--- src/wwd_params.svh ---
// Timing, width and field constants of the windowed watchdog reset generator
`ifndef WWD_PARAMS_SVH
`define WWD_PARAMS_SVH

`define WWD_CLK_KHZ        20000
`define WWD_RST_OPEN_US    500
`define WWD_RST_BIAS_MS    200
`define WWD_RST_OPEN_CYC   ((`WWD_RST_OPEN_US * `WWD_CLK_KHZ + 999) / 1000)
`define WWD_RST_BIAS_CYC   (`WWD_RST_BIAS_MS * `WWD_CLK_KHZ)
`define WWD_RST_CAP_TICKS  256
`define WWD_WD_EXPIRY_MS   1600
`define WWD_WD_INT_EXPIRY  8193
`define WWD_WD_EXT_EXPIRY  129
`define WWD_WD_EXT_LOWER   5
`define WWD_WD_INT_DIV     32
`define WWD_WD_TICK_CYC    ((`WWD_WD_EXPIRY_MS * `WWD_CLK_KHZ) / `WWD_WD_INT_EXPIRY)
`define WWD_FILT_NS        1000
`define WWD_FILT_CYC       ((`WWD_FILT_NS * `WWD_CLK_KHZ + 999999) / 1000000)

`define WWD_HOLD_W         32
`define WWD_WD_W           14
`define WWD_TICK_W         16
`define WWD_FILT_W         8
`define WWD_N_FLAGS        4
`define WWD_F_SENSE        0
`define WWD_F_OVER         1
`define WWD_F_UNDER        2
`define WWD_F_UVLO         3
`define WWD_FLAG_RST       4'hF

`endif

--- src/wwd_pkg.sv ---
// Types of the windowed watchdog reset generator
`include "wwd_params.svh"

package wwd_pkg;

    typedef enum logic [1:0] {
        WWD_ST_UVLO = 2'h0,
        WWD_ST_HOLD = 2'h1,
        WWD_ST_RUN  = 2'h2
    } wwd_state_type;

    typedef enum logic [1:0] {
        WWD_RT_OPEN = 2'h0,
        WWD_RT_BIAS = 2'h1,
        WWD_RT_CAP  = 2'h2
    } wwd_rt_mode_type;

    typedef struct packed {
        wwd_state_type           st;
        wwd_rt_mode_type         rt_mode;
        logic                    wt_ext;
        logic                    strap_done;
        logic [`WWD_HOLD_W-1:0]  hold_cnt;
        logic [`WWD_WD_W-1:0]    wd_cnt;
        logic [`WWD_TICK_W-1:0]  tick_cnt;
        logic                    kick_s1;
        logic                    kick_s2;
        logic                    kick_prev;
        logic                    drive;
        logic                    wd_fault;
    } wwd_core_type;

    typedef struct packed {
        logic [`WWD_N_FLAGS-1:0]                  s1;
        logic [`WWD_N_FLAGS-1:0]                  s2;
        logic [`WWD_N_FLAGS-1:0][`WWD_FILT_W-1:0] cnt;
        logic [`WWD_N_FLAGS-1:0]                  q;
    } wwd_filt_type;

endpackage : wwd_pkg

--- src/wwd_flag_if.sv ---
// Raw and filtered supervisor flags passed between core and filter
`timescale 1ns/1ps
`include "wwd_params.svh"

interface wwd_flag_if;
    logic [`WWD_N_FLAGS-1:0] raw;
    logic [`WWD_N_FLAGS-1:0] clean;

    modport filt (input raw, output clean);
    modport core (output raw, input clean);
endinterface : wwd_flag_if

--- src/wwd_glitch_filter.sv ---
// Synchroniser and stability filter for the supervisor flags
`timescale 1ns/1ps
`include "wwd_params.svh"

module wwd_glitch_filter
    import wwd_pkg::*;
#(
    parameter int unsigned FILT_CYC = `WWD_FILT_CYC
)
(
    input  wire logic clk_sys,
    input  wire logic rst,
    wwd_flag_if.filt  flags
);

    localparam logic [`WWD_FILT_W-1:0] LAST = `WWD_FILT_W'(FILT_CYC - 1);

    if (FILT_CYC < 1 || FILT_CYC >= 2 ** `WWD_FILT_W)
    begin : g_bad_filt
        $error("FILT_CYC out of range");
    end

    wwd_filt_type r;
    wwd_filt_type next_r;

    always_comb
    begin
        next_r    = r;
        next_r.s1 = flags.raw;
        next_r.s2 = r.s1;
        for (int i = 0; i < `WWD_N_FLAGS; i++)
        begin
            if (r.s2[i] != r.q[i])
            begin
                if (r.cnt[i] == LAST)
                begin
                    next_r.q[i]   = r.s2[i];
                    next_r.cnt[i] = '0;
                end
                else
                begin
                    next_r.cnt[i] = r.cnt[i] + `WWD_FILT_W'(1);
                end
            end
            else
            begin
                next_r.cnt[i] = '0;
            end
        end
    end

    always_ff @(posedge clk_sys)
    begin
        if (rst)
        begin
            r <= '{s1: `WWD_FLAG_RST, s2: `WWD_FLAG_RST, cnt: '0, q: `WWD_FLAG_RST};
        end
        else
        begin
            r <= next_r;
        end
    end

    assign flags.clean = r.q;

    for (genvar g = 0; g < `WWD_N_FLAGS; g++)
    begin : g_chk

    end
endmodule : wwd_glitch_filter

--- src/wwd_watchdog_reset.sv ---
// Supervisor core: reset generation and windowed watchdog
`timescale 1ns/1ps
`include "wwd_params.svh"

module wwd_watchdog_reset
    import wwd_pkg::*;
#(
    parameter int unsigned RST_OPEN_CYC  = `WWD_RST_OPEN_CYC,
    parameter int unsigned RST_BIAS_CYC  = `WWD_RST_BIAS_CYC,
    parameter int unsigned RST_CAP_TICKS = `WWD_RST_CAP_TICKS,
    parameter int unsigned WD_TICK_CYC   = `WWD_WD_TICK_CYC,
    parameter int unsigned FILT_CYC      = `WWD_FILT_CYC
)
(
    input  wire logic       clk_sys,
    input  wire logic       rst,
    input  wire logic       reset_sense_low,
    input  wire logic       vout_over,
    input  wire logic       vout_under,
    input  wire logic       vin_uvlo,
    input  wire logic       wd_kick_in,
    input  wire logic [1:0] reset_timing_pin,
    input  wire logic       wd_timing_pin,
    input  wire logic       reset_timing_cap,
    input  wire logic       wd_timing_cap,
    output wire logic       reset_out,
    output wire logic       reset_out_oe,
    output wire logic       wd_fault
);

    localparam logic [`WWD_HOLD_W-1:0] HOLD_OPEN_LAST = `WWD_HOLD_W'(RST_OPEN_CYC - 1);
    localparam logic [`WWD_HOLD_W-1:0] HOLD_BIAS_LAST = `WWD_HOLD_W'(RST_BIAS_CYC - 1);
    localparam logic [`WWD_HOLD_W-1:0] HOLD_CAP_LAST  = `WWD_HOLD_W'(RST_CAP_TICKS - 1);
    localparam logic [`WWD_TICK_W-1:0] TICK_LAST      = `WWD_TICK_W'(WD_TICK_CYC - 1);

    if (RST_OPEN_CYC < 1 || RST_BIAS_CYC < 1 || RST_CAP_TICKS < 1)
    begin : g_bad_hold
        $error("hold counts must be at least one");
    end
    if (WD_TICK_CYC < 1 || WD_TICK_CYC >= 2 ** `WWD_TICK_W)
    begin : g_bad_tick
        $error("WD_TICK_CYC out of range");
    end

    localparam wwd_core_type CORE_RST = '{
        st:         WWD_ST_UVLO,
        rt_mode:    WWD_RT_OPEN,
        wt_ext:     1'b0,
        strap_done: 1'b0,
        hold_cnt:   '0,
        wd_cnt:     '0,
        tick_cnt:   '0,
        kick_s1:    1'b1,
        kick_s2:    1'b1,
        kick_prev:  1'b1,
        drive:      1'b1,
        wd_fault:   1'b0
    };

    // Straps: code 3 on the reset timing strap is treated as open
    function automatic wwd_rt_mode_type rt_strap(input logic [1:0] pin);
        case (pin)
            2'h1:    rt_strap = WWD_RT_BIAS;
            2'h2:    rt_strap = WWD_RT_CAP;
            default: rt_strap = WWD_RT_OPEN;
        endcase
    endfunction : rt_strap

    function automatic logic [`WWD_HOLD_W-1:0] hold_last(input wwd_rt_mode_type m);
        case (m)
            WWD_RT_BIAS: hold_last = HOLD_BIAS_LAST;
            WWD_RT_CAP:  hold_last = HOLD_CAP_LAST;
            default:     hold_last = HOLD_OPEN_LAST;
        endcase
    endfunction : hold_last

    function automatic logic [`WWD_WD_W-1:0] wd_lower(input logic ext);
        wd_lower = ext ? `WWD_WD_W'(`WWD_WD_EXT_LOWER)
                       : `WWD_WD_W'(`WWD_WD_INT_EXPIRY / `WWD_WD_INT_DIV);
    endfunction : wd_lower

    // Upper bound falls one tick before expiry
    function automatic logic [`WWD_WD_W-1:0] wd_upper(input logic ext);
        wd_upper = ext ? `WWD_WD_W'(`WWD_WD_EXT_EXPIRY - 1)
                       : `WWD_WD_W'(`WWD_WD_INT_EXPIRY - 1);
    endfunction : wd_upper

    wwd_flag_if flag_bus ();

    assign flag_bus.raw[`WWD_F_SENSE] = reset_sense_low;
    assign flag_bus.raw[`WWD_F_OVER]  = vout_over;
    assign flag_bus.raw[`WWD_F_UNDER] = vout_under;
    assign flag_bus.raw[`WWD_F_UVLO]  = vin_uvlo;

    wwd_glitch_filter #(
        .FILT_CYC (FILT_CYC)
    ) u_filter (
        .clk_sys (clk_sys),
        .rst     (rst),
        .flags   (flag_bus.filt)
    );

    wwd_core_type r;
    wwd_core_type next_r;

    logic f_uvlo;
    logic f_fault;
    logic hold_inc;
    logic hold_end;
    logic wd_int_tick;
    logic wd_tick;
    logic kick_fall;
    logic kick_early;
    logic wd_last;

    assign f_uvlo      = flag_bus.clean[`WWD_F_UVLO];
    assign f_fault     = flag_bus.clean[`WWD_F_SENSE] | flag_bus.clean[`WWD_F_OVER]
                       | flag_bus.clean[`WWD_F_UNDER];
    assign hold_inc    = (r.rt_mode == WWD_RT_CAP) ? reset_timing_cap : 1'b1;
    assign hold_end    = hold_inc && (r.hold_cnt == hold_last(r.rt_mode));
    assign wd_int_tick = (r.tick_cnt == TICK_LAST);
    assign wd_tick     = r.wt_ext ? wd_timing_cap : wd_int_tick;
    assign kick_fall   = r.kick_prev & ~r.kick_s2;
    assign kick_early  = (r.wd_cnt < wd_lower(r.wt_ext));
    assign wd_last     = (r.wd_cnt == wd_upper(r.wt_ext) - `WWD_WD_W'(1));

    always_comb
    begin
        next_r          = r;
        next_r.wd_fault = 1'b0;
        next_r.kick_s1  = wd_kick_in;
        next_r.kick_s2  = r.kick_s1;
        next_r.kick_prev = r.kick_s2;
        next_r.tick_cnt = wd_int_tick ? '0 : r.tick_cnt + `WWD_TICK_W'(1);
        // Straps are taken once, on the first edge after reset release
        if (!r.strap_done)
        begin
            next_r.rt_mode    = rt_strap(reset_timing_pin);
            next_r.wt_ext     = wd_timing_pin;
            next_r.strap_done = 1'b1;
        end
        unique case (r.st)
            WWD_ST_UVLO:
            begin
                next_r.hold_cnt = '0;
                if (!f_uvlo)
                begin
                    next_r.st = WWD_ST_HOLD;
                end
            end
            WWD_ST_HOLD:
            begin
                if (f_uvlo)
                begin
                    next_r.st       = WWD_ST_UVLO;
                    next_r.hold_cnt = '0;
                end
                else if (f_fault)
                begin
                    next_r.hold_cnt = '0;
                end
                else if (hold_end)
                begin
                    next_r.st       = WWD_ST_RUN;
                    next_r.hold_cnt = '0;
                    next_r.tick_cnt = '0;
                end
                else if (hold_inc)
                begin
                    next_r.hold_cnt = r.hold_cnt + `WWD_HOLD_W'(1);
                end
            end
            WWD_ST_RUN:
            begin
                if (f_uvlo)
                begin
                    next_r.st = WWD_ST_UVLO;
                end
                else if (f_fault)
                begin
                    next_r.st = WWD_ST_HOLD;
                end
                else if (kick_fall)
                begin
                    if (kick_early)
                    begin
                        next_r.st       = WWD_ST_HOLD;
                        next_r.wd_fault = 1'b1;
                    end
                    else
                    begin
                        next_r.wd_cnt = '0;
                    end
                end
                else if (wd_tick)
                begin
                    if (wd_last)
                    begin
                        next_r.st       = WWD_ST_HOLD;
                        next_r.wd_fault = 1'b1;
                    end
                    else
                    begin
                        next_r.wd_cnt = r.wd_cnt + `WWD_WD_W'(1);
                    end
                end
            end
            default:
            begin
                next_r.st = WWD_ST_UVLO;
            end
        endcase
        if (next_r.st != WWD_ST_RUN)
        begin
            next_r.wd_cnt = '0;
        end
        next_r.drive = (next_r.st != WWD_ST_RUN);
    end

    always_ff @(posedge clk_sys)
    begin
        if (rst)
        begin
            r <= CORE_RST;
        end
        else
        begin
            r <= next_r;
        end
    end

    // Open-drain pin: level is always low, enable pulls it down
    assign reset_out    = 1'b0;
    assign reset_out_oe = r.drive;
    assign wd_fault     = r.wd_fault;
endmodule : wwd_watchdog_reset

--- config.mk ---
export PLATFORM = sky130hd
export DESIGN_NAME = wwd_watchdog_reset
export DESIGN_NICKNAME = d
export VERILOG_FILES = /design/src/wwd_pkg.sv /design/src/wwd_flag_if.sv /design/src/wwd_glitch_filter.sv /design/src/wwd_watchdog_reset.sv
export VERILOG_INCLUDE_DIRS = /design/src
export SDC_FILE = /design/constraint.sdc
export NUM_CORES = 1
export LEC_CHECK = 0
export BUFFER_PORTS_ARGS = -buffer_cell sky130_fd_sc_hd__buf_2
export CAP_MARGIN = 40
export CORE_ASPECT_RATIO = 2
export CORE_MARGIN = 2
export CORE_UTILIZATION = 60
export CTS_CLUSTER_DIAMETER = 80
export DETAILED_ROUTE_END_ITERATION = 6
export GPL_TIMING_DRIVEN = 0
export PLACE_DENSITY = 0.77
export SLEW_MARGIN = 15
export SYNTH_ARGS = -nofsm -noshare
export SYNTH_HDL_FRONTEND = slang
export SYNTH_SLANG_ARGS = --single-unit
--- constraint.sdc ---
create_clock -name clk_sys -period 2.8 [get_ports clk_sys]
set_clock_uncertainty 0.15 [all_clocks]
set_input_delay 0.14 -clock clk_sys [delete_from_list [all_inputs] [get_ports clk_sys]]
set_output_delay 0.14 -clock clk_sys [all_outputs]
set_load 0.03 [all_outputs]
==> results of run 1 <==
## cell type report
cell class              count  area share, %
clock buffers              30          8.975
well taps                 100          2.026
repair buffers             25          2.877
inverters                  17          1.033
plain buffers              17          1.540
clock inverters             2         0.1621
flip-flops and latches    117          37.93
multi-input cells         450          45.46
## state kept, by name (all words and copies together) (netlist names)
signal                cells
u_filter.flags.clean      4
reset_out_oe              1
wd_fault                  1
r                        69
u_filter.r               36
u_filter.next_r           4
next_r                    2
## layer usage
| layer | vias up | global-route usage (%) |
|---|---|---|
| met5 | - | 0 |
| met4 | 0 | 13.68 |
| met3 | 23 | 6.627 |
| met2 | 84 | 47.12 |
| met1 | 2062 | 24.33 |
| li1 | 2164 | - |
## logic make-up (layout without fill, tap and decap cells)
kind of cell,Yosys count,count (layout)
other cells,1,1
simple gates,313,313
buf+inv,35,91
flops,117,117
xor+xnor,80,80
fa+ha+maj,12,12
mux,6,6
compound gates,38,38
## per-stage QoR
| step | worst slack, ns | cells | TNS [ns] |
|---|---|---|---|
| finish | 0.1320 | 758 | 0 |
| global route | -0.08072 | 758 | -2.067 |
| CTS | 0.03652 | 756 | 0 |
| detailed placement | -0.2416 | 716 | -6.963 |
| global placement | -0.1486 | 715 | -4.382 |
| floorplan | 0.4105 | 602 | 0 |
## cell usage in the layout (no fill, tap or decap), types with 5 or more instances in the layout
cell             n
nor3_1           5
nand3_1         36
inv_1           17
buf_4            6
nand2_1         39
and2_1           5
mux2i_1          6
clkbuf_16       17
or2_2           13
a21oi_1         10
xor2_1          45
clkbuf_1        14
nor4_1          23
buf_2           14
o21ai_0          6
nor2_1         114
or3_1            9
dfxtp_1        117
clkbuf_8         8
xnor2_1         35
dlygate4sd3_1    9
and3_1          16
nand4_1         22
ha_1            12
## power by group through the flow
stage / combinational, W / clock [W] / sequential [W]
2_1_floorplan: 0.0000632 / 0 / 0.00173
3_3_place_gp: 0.0000865 / 0 / 0.00173
3_5_place_dp: 0.0000897 / 0 / 0.00173
4_1_cts: 0.0000998 / 0.00205 / 0.00170
5_1_grt: 0.000111 / 0.00213 / 0.00170
6_report: 0.000100 / 0.00201 / 0.00170
## path summary, 6_finish.rpt
path / slack, ns / to / start
hold reg to reg: 0.26 / u_filter.r[38]$_SDFF_PP1_ / u_filter.next_r[38]$_SDFF_PP1_
setup / recovery: 0.13 / r[52]$_SDFFE_PP0P_ / r[69]$_SDFFE_PP0N_
setup reg to reg: 0.13 / r[52]$_SDFFE_PP0P_ / r[69]$_SDFFE_PP0N_
hold / removal: 0.03 / r[69]$_SDFFE_PP0N_ / reset_timing_pin[0]
## worst max-delay path, stage by stage, from the launching register on
cell and delay (ns):
dfxtp_1 0.35, inv_1 0.06, ha_1 0.35, nor4_1 0.26
o2111ai_1 0.17, nor4_2 0.34, a41oi_2 0.21, o21ai_2 0.30
clkbuf_4 0.27, nor2_1 0.08
## repair_timing
item | CTS | global route
setup buffers | 0 | 2
endpoints found under the setup margin | 40 | 51
pin swaps | 0 | 1
hold buffers | 9 | 0
resized for setup | 6 | 5
endpoints found under the hold margin | 13 | 0
==> summary.md, run 1 <==
| Metric | Value |
|---|---|
| Status | completed |
| Depth of the worst register-to-register path | 9 |
| Share of cells above drive strength 1 | 11.55% |
| First-pass GRT wire length | 19,050 um |
| Vias per cell | 5.716 |
| Post-Synth Adder-Cell Area | 2.842% |
| Combinational group share of total power | 2.6% |
| TritonCTS Sinks | 117 |
| Crit path kind | register to register |
| Post-synth top cells | 117 x dfxtp_1, 114 x nor2_1, 45 x xor2_1 |
| Share of the synthesized area in the top cell type | 44.34% |
| Final instance area | 6176 um2 |
| Port buffer count | 13 |
| WL final | 11,300 um |
| Clk network pwr share | 52.8% |
| TritonCTS Buffers | 17 |
| Reg power frac | 44.6% |
| Die height | 136.7 um |
| Peak VDD IR | 0.4770 mV |
| Std cell rows | 48 |
| Mapped Avg Cell Area | 8.775 um2 |
| Post-Synthesis Net Count | 626 |
| Largest family of logic cells by synthesized area | simple AND/OR/NAND/NOR gates |
| Final setup vio count | 0 |
| CTS Buffer Depth | 2 |
| Post-synthesis cell count | 602 |
| Fin Hold WS | 0.03004 ns |
| Max Slew Vio Count | 0 |
| Met2 WL | 6375 um |
| FF/Latch Area | 2342 um2 |
| Leakage | 2.166 nW |
| Number of global-route vias before repair | 4,340 |
| Pre-antenna DRT Iters | 4 |
| Asr flop ratio synth | 0% |
| Slew HR | 43.50% |
| Initial antenna violation count | 0 |
| Placed cell area | 5480 um2 |
| Achievable Freq | 0.3748 GHz |
| WL/cell | 14.91 um |
| Post-layout net count | 669 |
| Max FO, Critical Path | 10 |
| Die area | 9616 um2 |
| Fill cells | 673 |
| Total congestion overflow | 0 |
| Switching Fraction | 19.97% |
| Top Metal Used | met4 |
| Post-route ant nets | 0 |
| Core Region | 8588 um2 |
| Clock transition at path regs | 0.05 ns |
| Critical path launch point type | register |
| # IOs | 15 |
| Synth Flop Type | dfxtp_1 |
| Clk root buf | clkbuf_16 |
| Area delta synth->final | 16.91% |
| Final Hold Violating Endpoints | 0 |
| Ranking of synthesized cells by area | dfxtp_1 44%, nor2_1 8.1%, xor2_1 7.5% |
| Area of the multi-input gates | 2808 um2 |
| Starting Density | 61.51% |
| GPL Wtd Cong | 0.8773 |
| Tmin final | 2.668 ns |
| CP required | 2.94 ns |
| Largest net degree at the start of global routing | 17 |
| Worst-margin pin slew | 0.8398 ns |
| Max Cap Viol | 0 |
| Power, Total | 0.003806 W |
| Cell accounting for the most synthesized area | dfxtp_1 |
| Mux cell area share after synthesis | 1.137% |
| Yosys warnings | 0 |
| Simple-gate portion of the synthesized area | 30.13% |
| Core Util, Final | 71.91% |
| DRC viols | 0 |
| Psw | 0.0007602 W |
| Met1 wire length | 4318 um |
| Post-synthesis sequential area ratio | 44.34% |
| Hold crit path type | input port to register |
| Hold Path Depth | 4 |
| Die W | 70.35 um |
| Total global-route track usage | 25.11% |
| CP endpoint kind | register |
| Tcrit/Tclk final | 95.28% |
| Synthesis-stage register bit count | 117 |
| H-tree levels | 4 |
| Xor and xnor area share after synthesis | 13.26% |
| Final HPWL DP | 8032 um |
| Int Pwr | 0.003046 W |
| Synth cell types | 53 |
| Mapped cell area | 5283 um2 |
| Clk_lat worst skew | 0.41 ns |
| Antenna cell count | 0 |
| Count leader, synth | dfxtp_1 |
| Detailed Route Iter0 Violations | 223 |
| CTS tree | yes |
| Compound-Gate Fraction of Synth Area | 5.353% |
| RSZ-0062 raised after global routing | true |
| Data arrival, critical path | 2.81 ns |
| Metal3 WL | 330 um |
| Vias | 4,333 |
| Power density over cell area | 616.3 nW/um2 |
| Post-synth EDFFs | 0 |
Note: power is estimated with default switching activity, not from simulation.
==> run 2, diff against run 1 <==
--- a/config.mk
+++ b/config.mk
@@ -6,6 +6,7 @@
 export SDC_FILE = /design/constraint.sdc
 export NUM_CORES = 1
 export LEC_CHECK = 0
+export ABC_AREA = 1
 export BUFFER_PORTS_ARGS = -buffer_cell sky130_fd_sc_hd__buf_2
 export CAP_MARGIN = 40
 export CORE_ASPECT_RATIO = 2
==> run 2 against run 1 <==
  * Critical path type unchanged
  * Critical path depth grew 1
  * Largest cell class unchanged
  * Synthesized cell count grew 39%
  * Count of clock-buffer cells in the layout shrank 13
  * Maximum frequency grew 16%
==> summary.md, run 2 <==
| Metric | Value |
|---|---|
| Post-synth top cells | 141 x nand2_1, 134 x nor2_1, 119 x inv_1 |
| Yosys warnings | 0 |
| Tcrit/Tclk final | 82.25% |
| Worst path most repeated cell | nor2_1 |
| Hold crit path type | input port to register |
| Synthesis-stage register bit count | 117 |
| Clk root buf | clkbuf_16 |
| Detailed Route Iter0 Violations | 269 |
| Status | completed |
| Ranking of synthesized cells by area | dfxtp_1 39%, nand2_1 8.8%, nor2_1 8.3% |
| Tmin final | 2.303 ns |
| Final HPWL DP | 10,720 um |
| Mapped cell area | 6040 um2 |
| CTS Buffer Depth | 2 |
| Commonest non-fill, non-tap cell in the layout | nand2_1 |
| # IOs | 15 |
| Hold_buf cts | 13 |
| Synth Flop Type | dfxtp_1 |
| Std cell rows | 51 |
| Fill cells | 781 |
| H-tree levels | 4 |
| Area delta synth->final | 15.85% |
| Cell accounting for the most synthesized area | dfxtp_1 |
| Mapped Avg Cell Area | 7.199 um2 |
| Peak VDD IR | 0.6044 mV |
| Largest net degree at the start of global routing | 17 |
| Crit-path slowest cell | ha_1 |
| WL/cell | 14.12 um |
| Vias per cell | 5.434 |
| Power density over cell area | 567.2 nW/um2 |
| Final setup vio count | 0 |
| Vias | 5,592 |
| Initial antenna violation count | 0 |
| Final Hold Violating Endpoints | 0 |
| Core Region | 9763 um2 |
| Count leader, synth | nand2_1 |
| Fin Hold WS | 0.2268 ns |
| Die W | 74.95 um |
| Share of cells above drive strength 1 | 14.05% |
| Data arrival, critical path | 2.45 ns |
| Total congestion overflow | 0 |
| Setup TNS | 0 ns |
| Post-Synthesis Net Count | 863 |
| Post-route ant nets | 0 |
| Max reg flops | 69 |
| TritonCTS Sinks | 117 |
| CP endpoint kind | register |
| Asr flop ratio synth | 0% |
| CTS tree | yes |
| Synth cell types | 48 |
| Pre-antenna DRT Iters | 5 |
| Biggest regs | r (69), u_filter.r (36) |
| Resize count post-CTS | 0 |
| RSZ-0062 raised after global routing | false |
| GPL Wtd Cong | 0.9524 |
| Starting Density | 61.86% |
| Post-CTS Setup Bufs | 0 |
| Clk_lat worst skew | 0.42 ns |
| Core Util, Final | 71.66% |
| Worst-margin pin slew | 0.6108 ns |
| Die height | 145.9 um |
| Power, Total | 0.003969 W |
| Number of global-route vias before repair | 5,726 |
| Post-synthesis sequential area ratio | 38.78% |
| Die area | 10,930 um2 |
| TritonCTS Buffers | 17 |
| Crit path cell chain | inv_1, ha_1, nand3b_1, o21ai_0, nand2_1, nor2_1, nand3_1, nand3_2, buf_2, nor2_1 |
| WL final | 14,530 um |
| CP required | 2.95 ns |
| Slew HR | 59.10% |
| Port buffer count | 13 |
| Most flop-heavy register | r |
| Clock transition at path regs | 0.06 ns |
| Most frequent cells in the layout | 141 x nand2_1, 134 x nor2_1, 119 x inv_1, 117 x dfxtp_1, 62 x nand3_1 |
| Depth of the worst register-to-register path | 10 |
| Hold Path Depth | 9 |
| DRC viols | 0 |
| Achievable Freq | 0.4342 GHz |
| Post-synthesis cell count | 839 |
| Total global-route track usage | 28.91% |
| Crit path kind | register to register |
| Antenna cell count | 0 |
| Post-layout net count | 908 |
| First-pass GRT wire length | 24,810 um |
| Slowest stage delay, CP | 0.35 ns |
| Max FO, Critical Path | 10 |
| Max Cap Viol | 0 |
| Post-synth EDFFs | 0 |
| Max Slew Vio Count | 0 |
| Leakage | 2.613 nW |
| Critical path launch point type | register |
| Share of the synthesized area in the top cell type | 38.78% |
run 2: cell types whose count changed after synthesis, sizes merged, moves of 11 or more:
| cell | delta |
|---|---|
| a21oi | +28 |
| and3 | -14 |
| clkbuf | -12 |
| inv | +107 |
| nand2 | +113 |
| nand3 | +29 |
| nor2 | +30 |
| nor3 | +41 |
| nor3b | +11 |
| nor4 | -13 |
| o21ai | +20 |
| xnor2 | -31 |
| xor2 | -27 |
run 2: path summary, 6_finish.rpt:
check	startpoint	to	slack [ns]
hold reg to reg	u_filter.next_r[39]$_SDFF_PP1_	u_filter.r[39]$_SDFF_PP1_	0.26
setup reg to reg	r[69]$_SDFFE_PP0N_	r[19]$_SDFF_PP0_	0.50
hold / removal	wd_timing_cap	r[31]$_SDFFE_PP0P_	0.23
setup / recovery	r[69]$_SDFFE_PP0N_	r[19]$_SDFF_PP0_	0.50
run 2: cell families after synthesis:
logic type	Yosys count	share of synthesized area, %
and+or+nand+nor	468	37.95
buffers and inverters	138	9.571
other	1	0.06209
AOI/OAI and AO/OA	81	7.955
adders and majority gates	12	2.486
DFF	117	38.78
xor gates and xnor gates	22	3.190
run 2: where the power goes:
part | internal [W] | switching [W]
registers | 0.00168 | 0.0000107
clock network | 0.00133 | 0.000839
logic | 0.0000464 | 0.0000604
total | 0.00306 | 0.000910
run 2: metal layers:
metal / vias to the layer above / part of all wire [%] / global-route usage (%)
met5: - / 0 / 0
met4: 0 / 4.7 / 16.96
met3: 59 / 3.3 / 6.579
met2: 149 / 56 / 52.06
met1: 2588 / 36 / 28.28
li1: 2796 / - / -
run 2: cell type report:
class	instances	area, um2	area share (%)
multi-input cells	584	3119	44.58
clock buffers	17	425.4	6.080
clock inverters	15	171.4	2.450
repair buffers	26	195.2	2.790
plain buffers	14	110.1	1.574
flip-flops and latches	117	2342	33.48
inverters	124	467.9	6.688
well taps	132	165.2	2.361
run 2: through the flow:
stage,setup slack [ns],area [um2],instances
after global routing,0.3545,6997,1029
after CTS,0.5181,6997,1029
after global placement,0.5585,6270,984
after floorplan,0.8676,6040,839
final,0.4971,6997,1029
after detailed placement,0.5301,6270,984
run 2: critical path, delay by kind of cell, from the launching register on:
| family | cells | cell delay, ns |
|---|---|---|
| simple gates | 6 | 0.83 |
| fa+ha+maj | 1 | 0.35 |
| flops | 1 | 0.33 |
| buf+inv | 2 | 0.33 |
| compound gates | 1 | 0.19 |
==> run 3, diff against run 2 <==
--- a/config.mk
+++ b/config.mk
@@ -11,7 +11,7 @@
 export CAP_MARGIN = 40
 export CORE_ASPECT_RATIO = 2
 export CORE_MARGIN = 2
-export CORE_UTILIZATION = 60
+export CORE_UTILIZATION = 57
 export CTS_CLUSTER_DIAMETER = 80
 export DETAILED_ROUTE_END_ITERATION = 6
 export GPL_TIMING_DRIVEN = 0
==> constraint.sdc (replaced) <==
create_clock -name clk_sys -period 2 [get_ports clk_sys]
set_clock_uncertainty 0.15 [all_clocks]
set_input_delay 0.1 -clock clk_sys [delete_from_list [all_inputs] [get_ports clk_sys]]
set_output_delay 0.1 -clock clk_sys [all_outputs]
set_load 0.03 [all_outputs]
==> run 3 against run 2 <==
  * The flow now finishes with violations (setup timing)
  * Register-to-register slack got worse by 0.69 ns
  * Power increased by 45%
  * Non-clock buffer count increased by 26
  * Maximum frequency increased by 5.2%
  * Global-route usage decreased by 1.2 points
  * Via count increased by 6.1%
  * Highest routed layer unchanged
==> summary.md, run 3 (synthesis results as in run 2) <==
| Metric | Value |
|---|---|
| TritonCTS Sinks | 117 |
| Most flop-heavy register | r |
| DRC viols | 0 |
| Most frequent cells in the layout | 131 x nand2_1, 116 x inv_1, 111 x nor2_1, 97 x dfxtp_1, 59 x nand3_1 |
| Clk root buf | clkbuf_16 |
| Biggest regs | r (69), u_filter.r (36) |
| Starting Density | 58.01% |
| RSZ-0062 raised after global routing | true |
| CTS tree | yes |
| Final setup vio count | 62 |
| Vias | 5,933 |
| Pre-antenna DRT Iters | 7 |
| Power, Total | 0.005755 W |
| TritonCTS Buffers | 17 |
| Core Util, Final | 73.14% |
| Fill cells | 752 |
| Hold crit path type | input port to register |
| Share of cells above drive strength 1 | 24.27% |
| Total congestion overflow | 0 |
| Slew HR | 50.77% |
| Fin worst setup slack | -0.1884 ns |
| Port buffer count | 13 |
| Die area | 11,480 um2 |
| Violated checks | setup timing |
| Commonest non-fill, non-tap cell in the layout | nand2_1 |
| Worst-margin pin slew | 0.7353 ns |
| Hold Path Depth | 9 |
| Core Region | 10,410 um2 |
| Std cell rows | 53 |
| FF/Latch Area | 2375 um2 |
| Post-route ant nets | 0 |
| Total global-route track usage | 27.72% |
| GPL Wtd Cong | 0.9506 |
| Max reg flops | 69 |
| WL/cell | 15.55 um |
| Tcrit/Tclk final | 109.4% |
| Critical path launch point type | register |
| Placed cell area | 6276 um2 |
| Antenna cell count | 0 |
| Data arrival, critical path | 2.33 ns |
| Clock transition at path regs | 0.06 ns |
| Tmin final | 2.188 ns |
| H-tree levels | 4 |
| CTS Buffer Depth | 2 |
| Power density over cell area | 755.7 nW/um2 |
| Detailed Route Iter0 Violations | 318 |
| Vias per cell | 5.597 |
| Leakage | 2.804 nW |
| Initial antenna violation count | 0 |
| Clk_lat worst skew | 0.41 ns |
| First-pass GRT wire length | 25,370 um |
| Final Hold Violating Endpoints | 0 |
| CP required | 2.14 ns |
| Area of the multi-input gates | 3385 um2 |
| Post-Place Cells | 989 |
| Post-layout net count | 934 |
| Slowest stage delay, CP | 0.34 ns |
| Crit path kind | register to register |
| Largest net degree at the start of global routing | 17 |
| WL final | 16,480 um |
| Final instance area | 7615 um2 |
| Number of global-route vias before repair | 6,017 |
| Worst path most repeated cell | nand2_1 |
| Status | finished with violations |
| Crit-path slowest cell | dfxtp_2 |
| Max Cap Viol | 0 |
| CP endpoint kind | register |
| Die height | 149.6 um |
| Die W | 76.79 um |
| Peak VDD IR | 1.003 mV |
| Area delta synth->final | 26.08% |
| Crit path cell chain | buf_4, ha_4, xor2_1, nor3_1, nand2_1, nor2_2, nand2_1, nand2_2, nand2_4, buf_6, o211ai_1, a21oi_1 |
| Max FO, Critical Path | 10 |
| Max Slew Vio Count | 0 |
| Final Non-Filler Cells | 1,060 |
| Achievable Freq | 0.4570 GHz |
| # IOs | 15 |
| Final HPWL DP | 10,450 um |
| Depth of the worst register-to-register path | 12 |
run 3: changes by cell type in the layout (fill, tap and decap cells not counted), sizes merged:
cell	previous run	this run
bufinv	2	3
clkinvlp	1	2
buf	26	50
clkinv	7	4
inv	129	130
clkbuf	18	20
run 3: routing by layer:
metal  wire length, um  vias to the layer above  GRT usage, %
met2              9263                      247         54.43
met4              1005                        0         20.82
met5                 0                        -             0
met1              5547                     2744         23.69
li1                  -                     2858             -
met3               664                       84         5.609
run 3: metrics by stage:
step / hold slack, ns / setup TNS [ns] / setup WS, ns
after floorplan: 0.05381 / 0 / 0.06761
after global placement: 0.1328 / -6.202 / -0.1909
after detailed placement: 0.1396 / -7.054 / -0.2297
after CTS: 0.1891 / 0 / 0.0006108
after global routing: 0.1976 / -11.35 / -0.2557
final: 0.1839 / -6.915 / -0.1884
run 3: area by class of cell:
type | instances | area share (%)
plain buffers | 14 | 1.791
clock buffers | 17 | 5.587
clock inverters | 15 | 2.563
inverters | 124 | 6.178
multi-input cells | 584 | 44.45
flip-flops and latches | 117 | 31.19
well taps | 137 | 2.251
repair buffers | 52 | 5.997
run 3: path summary, 6_finish.rpt:
path | slack [ns] | end | startpoint
hold / removal | 0.18 | r[31]$_SDFFE_PP0P_ | wd_timing_cap
setup / recovery | -0.19 | r[46]$_SDFFE_PP0P_ | r[69]$_SDFFE_PP0N_
hold reg to reg | 0.26 | u_filter.r[36]$_SDFF_PP1_ | u_filter.next_r[36]$_SDFF_PP1_
setup reg to reg | -0.19 | r[46]$_SDFFE_PP0P_ | r[69]$_SDFFE_PP0N_
run 3: power breakdown:
part,switching [W],internal [W],total (W)
Sequential,0.0000180,0.00235,0.00237
Clock,0.00119,0.00199,0.00319
Combinational,0.000108,0.0000896,0.000197
run 3: worst max-delay path, delay by kind of cell (launching register included):
kind	cells	cell delay, ns
DFF	1	0.34
xor gates and xnor gates	1	0.15
AOI/OAI and AO/OA	2	0.21
buffers and inverters	2	0.29
and+or+nand+nor	6	0.74
adders and majority gates	1	0.18
run 3: timing repair:
action	4_1_cts	5_1_grt
hold buffers	13	0
buffers inserted	11	10
gates cloned	2	3
gates resized for setup	53	52
endpoints found under the hold margin	10	0
setup endpoints to repair	57	66
pin swaps	13	25
